### src/design/pcd_regs.vh
`ifndef PCD_REGS_VH
`define PCD_REGS_VH

// ------------------------------------------------------------
// register bus word indices
// ------------------------------------------------------------
`define PCD_REG_CTRL 4'h0
`define PCD_REG_TSEL 4'h1
`define PCD_REG_TSELX 4'h2
`define PCD_REG_RXMAP 4'h3
`define PCD_REG_TXMAP 4'h4
`define PCD_REG_STATUS 4'h5
`define PCD_REG_REQCNT 4'h6
`define PCD_REG_ERRCNT 4'h7
`define PCD_REG_PWIDTH 4'h8
`define PCD_REG_PINDEX 4'h9

// ------------------------------------------------------------
// control bits and reset values
// ------------------------------------------------------------
`define PCD_CTRL_MASTER 0
`define PCD_CTRL_AUTH 1
`define PCD_CTRL_RST 2'h3
`define PCD_TSEL_RST 16'h0001
`define PCD_TSELX_RST 16'h0001
`define PCD_FREE_SEL 16'h03E7
`define PCD_MAP_RST 8'hE4
`define PCD_PWIDTH_RST 16'h0000
`define PCD_PINDEX_RST 16'hFF00

// ------------------------------------------------------------
// parameter channel field positions
// ------------------------------------------------------------
`define PCD_ID_HI 15
`define PCD_ID_LO 12
`define PCD_RSVD_BIT 11
`define PCD_NUMBER_HI 10
`define PCD_NUMBER_LO 0
`define PCD_ELEM_HI 15
`define PCD_ELEM_LO 8
`define PCD_PAGE_HI 7
`define PCD_PAGE_LO 0

// ------------------------------------------------------------
// request identifiers
// ------------------------------------------------------------
`define PCD_RQ_NONE 4'h0
`define PCD_RQ_READ 4'h1
`define PCD_RQ_WR_W 4'h2
`define PCD_RQ_WR_D 4'h3
`define PCD_RQ_DESC 4'h4
`define PCD_RQ_READ_F 4'h6
`define PCD_RQ_WR_FW 4'h7
`define PCD_RQ_WR_FD 4'h8
`define PCD_RQ_COUNT 4'h9

// ------------------------------------------------------------
// response identifiers
// ------------------------------------------------------------
`define PCD_RS_NONE 4'h0
`define PCD_RS_VAL_W 4'h1
`define PCD_RS_VAL_D 4'h2
`define PCD_RS_DESC 4'h3
`define PCD_RS_FLD_W 4'h4
`define PCD_RS_FLD_D 4'h5
`define PCD_RS_COUNT 4'h6
`define PCD_RS_ERROR 4'h7
`define PCD_RS_NOAUTH 4'h8

// ------------------------------------------------------------
// error numbers
// ------------------------------------------------------------
`define PCD_ERR_NUMBER 8'h00
`define PCD_ERR_SUBIDX 8'h03
`define PCD_ERR_NOARRAY 8'h04
`define PCD_ERR_TYPE 8'h05
`define PCD_ERR_NOTSUP 8'h6A

`endif

### src/design/pcd_param_mem.v
`timescale 1ns/1ns
`default_nettype none

// ------------------------------------------------------------
// parameter value store, registered read
// ------------------------------------------------------------
module pcd_param_mem #(
  parameter AW = 6,
  parameter DW = 32
) (
  input wire clock,
  input wire wr_en,
  input wire [AW-1:0] addr,
  input wire [DW-1:0] wdata,
  output reg [DW-1:0] rdata_q
);

  reg [DW-1:0] mem [0:(1<<AW)-1];

  // registered read, old data on a same-address write
  always @(posedge clock) begin
    if (wr_en) begin
      mem[addr] <= wdata;
    end
    rdata_q <= mem[addr];
  end

endmodule // pcd_param_mem

`default_nettype wire

### src/design/pcd_word_sel.v
`timescale 1ns/1ns
`default_nettype none

// ------------------------------------------------------------
// one cyclic word slot, fixed or freely mapped
// ------------------------------------------------------------
module pcd_word_sel #(
  parameter SW = 2,
  parameter LANE = 0
) (
  input wire clock,
  input wire rst_n,
  input wire free_map,
  input wire [SW-1:0] sel,
  input wire [(16<<SW)-1:0] words,
  output reg [15:0] out_q
);

  wire [15:0] out_d;

  // pick mapped source or own lane
  assign out_d = free_map ? words[{sel, 4'h0} +: 16] : words[LANE*16 +: 16];

  always @(posedge clock or negedge rst_n) begin
    if (!rst_n) begin
      out_q <= 16'h0000;
    end else begin
      out_q <= out_d;
    end
  end

endmodule // pcd_word_sel

`default_nettype wire

### src/design/pcd_decoder.v
// Notes on behaviour
// - request and response are four 16-bit words
// - words 1-2 address, words 3-4 contents
// - top nibble of word 1 is identifier
// - bit 11 reserved, always returned zero
// - contents are 16-bit or 32-bit per parameter
// - id 2 stores word, answers 1 or 7/8
// - id 3 stores double, answers 2 or 7/8
// - reads answer 1/2 for id 1, 4/5 for id 6
// - id 7 writes element word, answers 4
// - id 8 writes element double, answers 5
// - id 4 returns descriptive element, answers 3
// - id 9 returns element count, answers 6
// - failure answers 7, error in word 3
// - writes missing control or authority answer 8
// - ids 1=6, 2=7, 3=8 handled alike
// - element taken from word 2
// - both selects 999 enable free mapping
// - parameter number in word 1 bits 10:0
// - range offset code in word 2 bits 7:0
// - element index in word 2 bits 15:8
// - 16-bit in word 4, 32-bit words 3-4
`timescale 1ns/1ns
`default_nettype none
`include "pcd_regs.vh"

module pcd_decoder #(
  parameter PW = 4,
  parameter EW = 2,
  parameter SW = 2
) (
  input wire clock,
  input wire rst_n,
  input wire req_valid,
  input wire [15:0] req_w1,
  input wire [15:0] req_w2,
  input wire [15:0] req_w3,
  input wire [15:0] req_w4,
  output reg rsp_valid,
  output reg [15:0] rsp_w1,
  output reg [15:0] rsp_w2,
  output reg [15:0] rsp_w3,
  output reg [15:0] rsp_w4,
  input wire [(16<<SW)-1:0] rx_words,
  output wire [(16<<SW)-1:0] rx_mapped,
  input wire [(16<<SW)-1:0] tx_signals,
  output wire [(16<<SW)-1:0] tx_words,
  output reg free_map_q,
  input wire [3:0] bus_addr,
  input wire [15:0] bus_wdata,
  input wire bus_wr,
  input wire bus_rd,
  output reg [15:0] bus_rdata
);

  localparam NPAR = 1 << PW;
  localparam AW = PW + EW;
  localparam MW = SW << SW;
  localparam [7:0] NELEM = 8'h01 << EW;

  // ----------------------------------------------------------
  // software registers
  // ----------------------------------------------------------
  reg [1:0] ctrl_q;
  reg [15:0] tsel_q;
  reg [15:0] tselx_q;
  reg [MW-1:0] rxmap_q;
  reg [MW-1:0] txmap_q;
  reg [NPAR-1:0] pwidth_q;
  reg [NPAR-1:0] pindex_q;
  reg [15:0] reqcnt_q;
  reg [15:0] errcnt_q;
  reg [3:0] last_id_q;
  reg [7:0] last_err_q;

  // register writes
  always @(posedge clock or negedge rst_n) begin
    if (!rst_n) begin
      ctrl_q <= `PCD_CTRL_RST;
      tsel_q <= `PCD_TSEL_RST;
      tselx_q <= `PCD_TSELX_RST;
      rxmap_q <= `PCD_MAP_RST;
      txmap_q <= `PCD_MAP_RST;
      pwidth_q <= `PCD_PWIDTH_RST;
      pindex_q <= `PCD_PINDEX_RST;
    end else if (bus_wr) begin
      case (bus_addr)
        `PCD_REG_CTRL: ctrl_q <= bus_wdata[1:0];
        `PCD_REG_TSEL: tsel_q <= bus_wdata;
        `PCD_REG_TSELX: tselx_q <= bus_wdata;
        `PCD_REG_RXMAP: rxmap_q <= bus_wdata[MW-1:0];
        `PCD_REG_TXMAP: txmap_q <= bus_wdata[MW-1:0];
        `PCD_REG_PWIDTH: pwidth_q <= bus_wdata[NPAR-1:0];
        `PCD_REG_PINDEX: pindex_q <= bus_wdata[NPAR-1:0];
        default: ;
      endcase
    end
  end

  // register reads, data one cycle later, unmapped reads zero
  always @(posedge clock or negedge rst_n) begin
    if (!rst_n) begin
      bus_rdata <= 16'h0000;
    end else if (bus_rd) begin
      case (bus_addr)
        `PCD_REG_CTRL: bus_rdata <= {14'h0000, ctrl_q};
        `PCD_REG_TSEL: bus_rdata <= tsel_q;
        `PCD_REG_TSELX: bus_rdata <= tselx_q;
        `PCD_REG_RXMAP: bus_rdata <= {{(16-MW){1'b0}}, rxmap_q};
        `PCD_REG_TXMAP: bus_rdata <= {{(16-MW){1'b0}}, txmap_q};
        `PCD_REG_STATUS: bus_rdata <= {last_err_q, 3'h0, free_map_q,
                                       last_id_q};
        `PCD_REG_REQCNT: bus_rdata <= reqcnt_q;
        `PCD_REG_ERRCNT: bus_rdata <= errcnt_q;
        `PCD_REG_PWIDTH: bus_rdata <= {{(16-NPAR){1'b0}}, pwidth_q};
        `PCD_REG_PINDEX: bus_rdata <= {{(16-NPAR){1'b0}}, pindex_q};
        default: bus_rdata <= 16'h0000;
      endcase
    end else begin
      bus_rdata <= 16'h0000;
    end
  end

  // ----------------------------------------------------------
  // cyclic word mapping
  // ----------------------------------------------------------
  // free mapping only when both selections hold 999
  always @(posedge clock or negedge rst_n) begin
    if (!rst_n) begin
      free_map_q <= 1'b0;
    end else begin
      free_map_q <= (tsel_q == `PCD_FREE_SEL) &&
                    (tselx_q == `PCD_FREE_SEL);
    end
  end

  genvar gi;
  generate
    for (gi = 0; gi < (1 << SW); gi = gi + 1) begin : g_map
      pcd_word_sel #(.SW(SW), .LANE(gi)) u_rx (
        .clock(clock),
        .rst_n(rst_n),
        .free_map(free_map_q),
        .sel(rxmap_q[gi*SW +: SW]),
        .words(rx_words),
        .out_q(rx_mapped[gi*16 +: 16])
      );
      pcd_word_sel #(.SW(SW), .LANE(gi)) u_tx (
        .clock(clock),
        .rst_n(rst_n),
        .free_map(free_map_q),
        .sel(txmap_q[gi*SW +: SW]),
        .words(tx_signals),
        .out_q(tx_words[gi*16 +: 16])
      );
    end
  endgenerate

  // ----------------------------------------------------------
  // stage 1: captured request words
  // ----------------------------------------------------------
  reg s1_valid_q;
  reg [15:0] q1_q;
  reg [15:0] q2_q;
  reg [15:0] q3_q;
  reg [15:0] q4_q;

  // four words taken together in one cycle
  always @(posedge clock or negedge rst_n) begin
    if (!rst_n) begin
      s1_valid_q <= 1'b0;
      q1_q <= 16'h0000;
      q2_q <= 16'h0000;
      q3_q <= 16'h0000;
      q4_q <= 16'h0000;
    end else begin
      s1_valid_q <= req_valid;
      if (req_valid) begin
        q1_q <= req_w1;
        q2_q <= req_w2;
        q3_q <= req_w3;
        q4_q <= req_w4;
      end
    end
  end

  // field extraction
  wire [3:0] rq_id = q1_q[`PCD_ID_HI:`PCD_ID_LO];
  wire [10:0] param_number_field =
    q1_q[`PCD_NUMBER_HI:`PCD_NUMBER_LO];
  wire [7:0] page = q2_q[`PCD_PAGE_HI:`PCD_PAGE_LO];
  wire [7:0] elem = q2_q[`PCD_ELEM_HI:`PCD_ELEM_LO];
  wire [PW-1:0] pidx = param_number_field[PW-1:0];
  wire exists = (page == 8'h00) && (param_number_field[10:PW] == 0);
  wire is_dw = pwidth_q[pidx];
  wire is_ix = pindex_q[pidx];
  wire elem_ok = is_ix ? (elem < NELEM) : (elem == 8'h00);
  wire authorised = ctrl_q[`PCD_CTRL_MASTER] & ctrl_q[`PCD_CTRL_AUTH];

  // identifier classes, 1=6, 2=7, 3=8
  wire is_rd = (rq_id == `PCD_RQ_READ) || (rq_id == `PCD_RQ_READ_F);
  wire is_ww = (rq_id == `PCD_RQ_WR_W) || (rq_id == `PCD_RQ_WR_FW);
  wire is_wd = (rq_id == `PCD_RQ_WR_D) || (rq_id == `PCD_RQ_WR_FD);
  wire is_fld = (rq_id == `PCD_RQ_READ_F) || (rq_id == `PCD_RQ_WR_FW) ||
                (rq_id == `PCD_RQ_WR_FD);

  // ----------------------------------------------------------
  // decode and check
  // ----------------------------------------------------------
  reg [3:0] rs_id;
  reg [7:0] err_no;
  reg use_mem;
  reg mem_we;
  reg [31:0] cval;

  always @* begin
    rs_id = `PCD_RS_NONE;
    err_no = 8'h00;
    use_mem = 1'b0;
    mem_we = 1'b0;
    cval = 32'h0000_0000;
    if (rq_id == `PCD_RQ_NONE) begin
      rs_id = `PCD_RS_NONE;
    end else if (!(is_rd || is_ww || is_wd || rq_id == `PCD_RQ_DESC ||
                   rq_id == `PCD_RQ_COUNT)) begin
      rs_id = `PCD_RS_ERROR;
      err_no = `PCD_ERR_NOTSUP;
    end else if ((is_ww || is_wd) && !authorised) begin
      rs_id = `PCD_RS_NOAUTH;
    end else if (!exists) begin
      rs_id = `PCD_RS_ERROR;
      err_no = `PCD_ERR_NUMBER;
    end else if (rq_id == `PCD_RQ_COUNT) begin
      if (is_ix) begin
        rs_id = `PCD_RS_COUNT;
        cval = {24'h000000, NELEM};
      end else begin
        rs_id = `PCD_RS_ERROR;
        err_no = `PCD_ERR_NOARRAY;
      end
    end else if (rq_id == `PCD_RQ_DESC) begin
      // element 0 width code, element 1 element count
      if (elem == 8'h00) begin
        rs_id = `PCD_RS_DESC;
        cval = {31'h0000_0000, is_dw};
      end else if (elem == 8'h01) begin
        rs_id = `PCD_RS_DESC;
        cval = {24'h000000, is_ix ? NELEM : 8'h01};
      end else begin
        rs_id = `PCD_RS_ERROR;
        err_no = `PCD_ERR_SUBIDX;
      end
    end else if (!elem_ok) begin
      rs_id = `PCD_RS_ERROR;
      err_no = is_ix ? `PCD_ERR_SUBIDX : `PCD_ERR_NOARRAY;
    end else if (is_rd) begin
      use_mem = 1'b1;
      if (is_fld) begin
        rs_id = is_dw ? `PCD_RS_FLD_D : `PCD_RS_FLD_W;
      end else begin
        rs_id = is_dw ? `PCD_RS_VAL_D : `PCD_RS_VAL_W;
      end
    end else if (is_ww) begin
      if (is_dw) begin
        rs_id = `PCD_RS_ERROR;
        err_no = `PCD_ERR_TYPE;
      end else begin
        mem_we = 1'b1;
        cval = {16'h0000, q4_q};
        rs_id = is_fld ? `PCD_RS_FLD_W : `PCD_RS_VAL_W;
      end
    end else begin
      if (!is_dw) begin
        rs_id = `PCD_RS_ERROR;
        err_no = `PCD_ERR_TYPE;
      end else begin
        mem_we = 1'b1;
        cval = {q3_q, q4_q};
        rs_id = is_fld ? `PCD_RS_FLD_D : `PCD_RS_VAL_D;
      end
    end
  end

  // ----------------------------------------------------------
  // parameter store
  // ----------------------------------------------------------
  wire [31:0] mem_rdata;
  wire [AW-1:0] mem_addr = {pidx, elem[EW-1:0]};

  pcd_param_mem #(.AW(AW), .DW(32)) u_mem (
    .clock(clock),
    .wr_en(s1_valid_q & mem_we),
    .addr(mem_addr),
    .wdata(cval),
    .rdata_q(mem_rdata)
  );

  // ----------------------------------------------------------
  // stage 2: decoded result beside read data
  // ----------------------------------------------------------
  reg s2_valid_q;
  reg [3:0] s2_id_q;
  reg [7:0] s2_err_q;
  reg s2_mem_q;
  reg s2_dw_q;
  reg [31:0] s2_val_q;
  reg [10:0] s2_number_q;
  reg [15:0] s2_w2_q;

  always @(posedge clock or negedge rst_n) begin
    if (!rst_n) begin
      s2_valid_q <= 1'b0;
      s2_id_q <= 4'h0;
      s2_err_q <= 8'h00;
      s2_mem_q <= 1'b0;
      s2_dw_q <= 1'b0;
      s2_val_q <= 32'h0000_0000;
      s2_number_q <= 11'h000;
      s2_w2_q <= 16'h0000;
    end else begin
      s2_valid_q <= s1_valid_q;
      if (s1_valid_q) begin
        s2_id_q <= rs_id;
        s2_err_q <= err_no;
        s2_mem_q <= use_mem;
        s2_dw_q <= is_dw;
        s2_val_q <= cval;
        s2_number_q <= param_number_field;
        s2_w2_q <= q2_q;
      end
    end
  end

  // ----------------------------------------------------------
  // response words
  // ----------------------------------------------------------
  reg [15:0] w3_d;
  reg [15:0] w4_d;

  // contents placement by outcome and width
  always @* begin
    w3_d = 16'h0000;
    w4_d = 16'h0000;
    if (s2_id_q == `PCD_RS_ERROR) begin
      w3_d = {8'h00, s2_err_q};
    end else if (s2_mem_q) begin
      w3_d = s2_dw_q ? mem_rdata[31:16] : 16'h0000;
      w4_d = mem_rdata[15:0];
    end else begin
      w3_d = s2_val_q[31:16];
      w4_d = s2_val_q[15:0];
    end
  end

  always @(posedge clock or negedge rst_n) begin
    if (!rst_n) begin
      rsp_valid <= 1'b0;
      rsp_w1 <= 16'h0000;
      rsp_w2 <= 16'h0000;
      rsp_w3 <= 16'h0000;
      rsp_w4 <= 16'h0000;
    end else begin
      rsp_valid <= s2_valid_q;
      if (s2_valid_q) begin
        rsp_w1 <= {s2_id_q, 1'b0, s2_number_q};
        rsp_w2 <= s2_w2_q;
        rsp_w3 <= w3_d;
        rsp_w4 <= w4_d;
      end
    end
  end

  // status and counters
  always @(posedge clock or negedge rst_n) begin
    if (!rst_n) begin
      reqcnt_q <= 16'h0000;
      errcnt_q <= 16'h0000;
      last_id_q <= 4'h0;
      last_err_q <= 8'h00;
    end else if (s2_valid_q) begin
      reqcnt_q <= reqcnt_q + 16'h0001;
      last_id_q <= s2_id_q;
      last_err_q <= s2_err_q;
      if (s2_id_q == `PCD_RS_ERROR || s2_id_q == `PCD_RS_NOAUTH) begin
        errcnt_q <= errcnt_q + 16'h0001;
      end
    end
  end

endmodule // pcd_decoder

`default_nettype wire

### config.mk
export PLATFORM = sky130hd
export DESIGN_NAME = pcd_decoder
export DESIGN_NICKNAME = d
export VERILOG_FILES = /design/src/design/pcd_param_mem.v /design/src/design/pcd_word_sel.v /design/src/design/pcd_decoder.v
export VERILOG_INCLUDE_DIRS = /design/src /design/src/design
export SDC_FILE = /design/constraint.sdc
export NUM_CORES = 2
export LEC_CHECK = 0
export BUFFER_PORTS_ARGS = -buffer_cell sky130_fd_sc_hd__buf_4
export CELL_PAD_IN_SITES_DETAIL_PLACEMENT = 2
export CELL_PAD_IN_SITES_GLOBAL_PLACEMENT = 2
export CORE_AREA = 2 2 486 440
export CTS_CLUSTER_SIZE = 12
export DETAILED_ROUTE_END_ITERATION = 7
export DIE_AREA = 0 0 488 442
export PLACE_DENSITY = 0.86
export SYNTH_ARGS = -nofsm -noshare
export SYNTH_HDL_FRONTEND = slang
export SYNTH_SLANG_ARGS = --single-unit
### constraint.sdc
create_clock -name clock -period 5.15 [get_ports clock]
set_input_delay 0.2575 -clock clock [delete_from_list [all_inputs] [get_ports clock]]
set_output_delay 0.2575 -clock clock [all_outputs]
set_load 0.05 [all_outputs]
==> flow_metrics.py, run 1 <==
metrics = {
    "placement": {
        "place_hpwl_um": 255000,
        "postPlaceCellArea_mm2": 0.108,
        "gp_congestion": 0.889,
        "numPortBuffers": 424,
        "placedCellCount": 8330,
    },
    "clock_tree": {
        "cts_setup_buffers": 0,
        "cts-buffers-inserted": 281,
        "cts_sinks": 2541,
        "clock-root-buffer": "clkbuf_16",
        "clk_path_buf_depth": 4,
        "htree_num_levels": 5,
    },
    "floorplanning": {
        "cell_row_count": 160,
        "initial_utilization_pct": 47.9,
        "dieHeight_um": 442,
        "die_boundary_width_um": 488,
        "ios": 427,
    },
    "logic_synthesis": {
        "synth.top_cell.area_share_pct": 61.1,
        "proportion_of_register_bits_with_asynchronous_set_or_reset_after_synthesis_pct": 18.1,
        "synth.lib_cells_used.distinct": 77,
        "number_of_synthesized_register_bits": 2541,
        "synth_most_common_cell": "edfxtp_1",
        "synthTopCellsByCount": "edfxtp_1 (2048), mux4_2 (583), dfrtp_1 (441), mux2_2 (266), mux2i_1 (194)",
        "syn_inst": 5194,
        "synth_top_cell_by_area": "edfxtp_1",
        "post_synth_instance_area_mm2": 0.101,
        "most_used_dff_post_synth": "edfxtp_1",
        "synth_enable_flop_cells": 2048,
        "synth.yosys.seq_area_share_pct": 73.2,
        "synth.area.top_cells": "edfxtp_1 (61%), mux4_2 (13%), dfrtp_1 (11%)",
        "synth-warning-count": 0,
        "average_size_of_a_mapped_cell_um2": 19.4,
        "synth.net_count": 5418,
    },
    "outcome": {
        "status": "did not finish",
        "haltStage": "global routing",
        "toolErrorMsg": "[ERROR GRT-0232] Routing congestion too high. Check the congestion heatmap in the GUI.",
    },
    "timing": {
        "endpoint_type": "sequential cell input",
        "repair-timing-grt-worst-ep": "u_mem.mem[41][10]$_DFFE_PP_/DE",
    },
    "global_route": {
        "grt_usage_pct": 66.6,
        "grt-ovfl-total": 166,
        "grt_max_degree": 114,
    },
}
## kinds of logic after synthesis
family          count (synthesis)  share of synthesized area, %
compound gates                604                          3.90
flops                        2541                          73.2
other cells                     1                       0.00372
mux                          1047                          18.0
xor+xnor                       31                         0.270
buf+inv                       388                          1.61
simple gates                  575                          2.96
fa+ha+maj                       7                        0.0870
## through the flow
step / hold slack [ns] / worst slack [ns]
2_1_floorplan: -0.0381 / 0.929
3_3_place_gp: 0.320 / 0.884
3_5_place_dp: 0.326 / 0.234
4_1_cts: 0.0716 / 0.0185
## per-layer routing
metal | overflow | track usage [%]
met2 | 88 | 81.7
met5 | 1 | 37.2
met1 | 2 | 67.9
met3 | 3 | 53.4
met4 | 72 | 58.9
## what timing repair did
action                     4_1_cts
hold buffers                   313
gates resized for setup          1
hold endpoints to repair       366
cloned                           0
setup endpoints to repair       24
==> run 2: changes to the inputs <==
--- a/config.mk
+++ b/config.mk
@@ -7,13 +7,10 @@
 export NUM_CORES = 2
 export LEC_CHECK = 0
 export BUFFER_PORTS_ARGS = -buffer_cell sky130_fd_sc_hd__buf_4
-export CELL_PAD_IN_SITES_DETAIL_PLACEMENT = 2
-export CELL_PAD_IN_SITES_GLOBAL_PLACEMENT = 2
-export CORE_AREA = 2 2 486 440
-export CTS_CLUSTER_SIZE = 12
+export CORE_AREA = 2 2 505 507
 export DETAILED_ROUTE_END_ITERATION = 7
-export DIE_AREA = 0 0 488 442
-export PLACE_DENSITY = 0.86
+export DIE_AREA = 0 0 507 509
+export PLACE_DENSITY_LB_ADDON = 0.15
 export SYNTH_ARGS = -nofsm -noshare
 export SYNTH_HDL_FRONTEND = slang
 export SYNTH_SLANG_ARGS = --single-unit
==> run 2 against run 1 <==
Against the previous run:
- the run now ends clean
- area after synthesis is the same
- synthesized cell count unchanged
==> flow_metrics.py, run 2 <==
metrics = {
    "logic_synthesis": {
        "synth.yosys.seq_area_share_pct": 73.2,
        "synthTopCellsByCount": "edfxtp_1 (2048), mux4_2 (583), dfrtp_1 (441), mux2_2 (266), mux2i_1 (194)",
        "synth_enable_flop_cells": 2048,
        "post_synth_instance_area_mm2": 0.101,
        "proportion_of_register_bits_with_asynchronous_set_or_reset_after_synthesis_pct": 18.1,
        "synth_most_common_cell": "edfxtp_1",
        "synth.lib_cells_used.distinct": 77,
        "synth-warning-count": 0,
        "synth_top_cell_by_area": "edfxtp_1",
        "most_used_dff_post_synth": "edfxtp_1",
        "average_size_of_a_mapped_cell_um2": 19.4,
        "synth.top_cell.area_share_pct": 61.1,
        "syn_inst": 5194,
        "number_of_synthesized_register_bits": 2541,
        "synth.net_count": 5418,
        "synth.area.top_cells": "edfxtp_1 (61%), mux4_2 (13%), dfrtp_1 (11%)",
    },
    "clock_tree": {
        "clock_insertion_delay_worst_skew_ns": 0.95,
        "clk_path_buf_depth": 4,
        "cts_setup_buffers": 0,
        "cts_tree": "done",
        "worst_setup_hold_path_clk_slew_ns": 0.06,
        "cts_sinks": 2541,
        "cts_repair_resize_count": 0,
        "htree_num_levels": 5,
        "clock-root-buffer": "clkbuf_16",
        "cts-buffers-inserted": 292,
        "postCtsHoldBufs": 316,
    },
    "timing": {
        "finalSetupViolations": 0,
        "worst_clock_skew_ns": 0.0976,
        "finalHoldViolations": 0,
        "achievable-frequency_mhz": 231,
        "min_tclk_post_route_ns": 4.32,
        "layout_worst_path_cycle_share_pct": 84.0,
        "max_slew.worst_pin.slew_ns": 1.28,
        "timing.final.max_slew_violations": 0,
        "setup_tns_ns": 0,
        "setup_repair_after_global_routing_missed_its_margin": "no",
        "max-slew-margin-rel_pct": 14.5,
    },
    "global_route": {
        "grt-ovfl-total": 0,
        "grt_pass1_vias": 56778,
        "grt_max_degree": 122,
        "grt_antenna_before_repair": 24,
        "grt_pass1_wl_um": 431000,
        "grt_usage_pct": 23.4,
    },
    "floorplanning": {
        "ios": 427,
        "area_of_the_core_mm2": 0.253,
        "initial_utilization_pct": 39.8,
        "cell_row_count": 185,
        "dieArea_mm2": 0.258,
        "dieHeight_um": 509,
        "die_boundary_width_um": 507,
    },
    "critical_path": {
        "worstSetupPathDepth": 7,
        "critical_path.slowest_cell": "and4_2",
        "cp_cell_sequence": "nor4_1 > and4_1 > o311ai_1 > a211oi_2 > nor3b_4 > buf_12 > and4_2",
        "endpoint_arrival_time_on_the_critical_path_ns": 4.81,
        "timing.critical_path.required_ns": 5.64,
        "startpoint_type": "flop",
        "delay_of_the_slowest_cell_on_the_worst_path_ns": 1.02,
        "cp-end-kind": "flop",
        "worst_path_dominant_cell_family": "simple AND/OR/NAND/NOR gates",
        "worst-r2r-cell-count": 7,
        "worst-path-max-fanout": 61,
        "r2r_slack_ns": 0.83,
        "path_class": "reg2reg",
        "path_buf_inv": 1,
    },
    "cells_and_area": {
        "drive_above_1_share_pct": 32.5,
        "flow.area_growth_from_synthesis_pct": 21.2,
        "top_register": "u_mem.mem",
        "largest_reg_flops": 2048,
        "mostFrequentLayoutCell": "edfxtp_1",
        "biggestRegsByFlops": "u_mem.mem: 2048 flops, g_map.u_rx.out_q: 64 flops, g_map.u_tx.out_q: 64 flops",
        "nNetsFinal": 6358,
        "most-common-layout-cells": "edfxtp_1 (2048), mux4_2 (583), buf_4 (570), dfrtp_1 (434), dlygate4sd3_1 (315)",
    },
    "placement": {
        "gp_congestion": 0.877,
        "numPortBuffers": 424,
        "place_hpwl_um": 188000,
    },
    "power": {
        "powerDensity_mw_per_mm2": 388,
        "worst_ir_drop_vdd_mv": 0.333,
        "p_leak_nw": 37.0,
        "report.power.total_mw": 47.3,
    },
    "route": {
        "drc_errors": 0,
        "drt-total-wl_um": 305000,
        "detail_route.vias_per_cell": 5.71,
        "wl_per_cell_um": 31.3,
        "via_count": 55546,
        "1st_iter_drt_viols": 6205,
        "detail_route.first_pass.iterations": 6,
        "antenna_violating_nets_post_route": 0,
    },
    "min_path": {
        "worstHoldPathCells": 3,
        "holdCritPathClass": "in2reg",
    },
    "flow_run": {
        "timing.max_cap.violations": 0,
    },
    "outcome": {
        "status": "completed",
    },
}
## run 2: per-stage QoR
stage	util, %	setup WS, ns	instances	hold slack, ns	cell area [um^2]
floorplan	-	0.929	5194	-0.0381	101000
global placement	43.4	0.880	8890	0.315	110000
detailed placement	43.4	0.923	8890	0.319	110000
CTS	48.3	0.804	9715	0.0379	122000
global route	48.3	0.660	9720	0.0647	122000
finish	48.3	0.826	9727	0.0998	122000
## run 2: tightest hold or removal path, cell delays in order
cell           delay [ns]
dlygate4sd3_1        0.52
buf_4                0.09
mux2_2               0.12
## run 2: cell type report
class / count / area, um^2
diodes: 12 / 30.0
clock buffers: 377 / 7940
clock inverters: 132 / 1220
fillers: 20967 / 131000
inverters: 67 / 251
multi-input cells: 2265 / 25600
flip-flops and latches: 2541 / 73700
well taps: 3366 / 4210
repair buffers: 967 / 9080
## run 2: logic make-up (layout without fill, tap and decap cells)
| family | count (synthesis) | in the layout | share of synthesized area (%) |
|---|---|---|---|
| other | 1 | 13 | 0.00372 |
| AOI/OAI and AO/OA | 604 | 604 | 3.90 |
| muxes | 1047 | 1047 | 18.0 |
| adders and majority gates | 7 | 7 | 0.0870 |
| xor gates and xnor gates | 31 | 31 | 0.270 |
| DFF | 2541 | 2541 | 73.2 |
| buffers and inverters | 388 | 1543 | 1.61 |
| and+or+nand+nor | 575 | 575 | 2.96 |
## run 2: per-layer routing
| metal | track usage, % | vias to the layer above | wire length, um |
|---|---|---|---|
| met5 | 0 | - | 27 |
| met4 | 7.17 | 4 | 9660 |
| met3 | 4.11 | 471 | 20400 |
| met2 | 38.3 | 2302 | 147000 |
| met1 | 32.1 | 29624 | 128000 |
| li1 | - | 23145 | - |
## run 2: power breakdown
part	internal (mW)	switching, mW
clock network	11.9	8.15
registers	22.4	0.640
logic	1.68	2.56
## run 2: worst paths after layout
kind                                   start                end
worst min register to register  errcnt_q[15]       errcnt_q[15]
min in group asynchronous              rst_n       bus_rdata[2]
worst max register to register       q2_q[2]  u_mem.mem[35][28]
max in group asynchronous              rst_n            q2_q[9]
worst min-delay path               req_w3[9]            q3_q[9]
worst max-delay path                 q2_q[2]  u_mem.mem[35][28]
No activity file was read; power rests on OpenSTA's default activity.
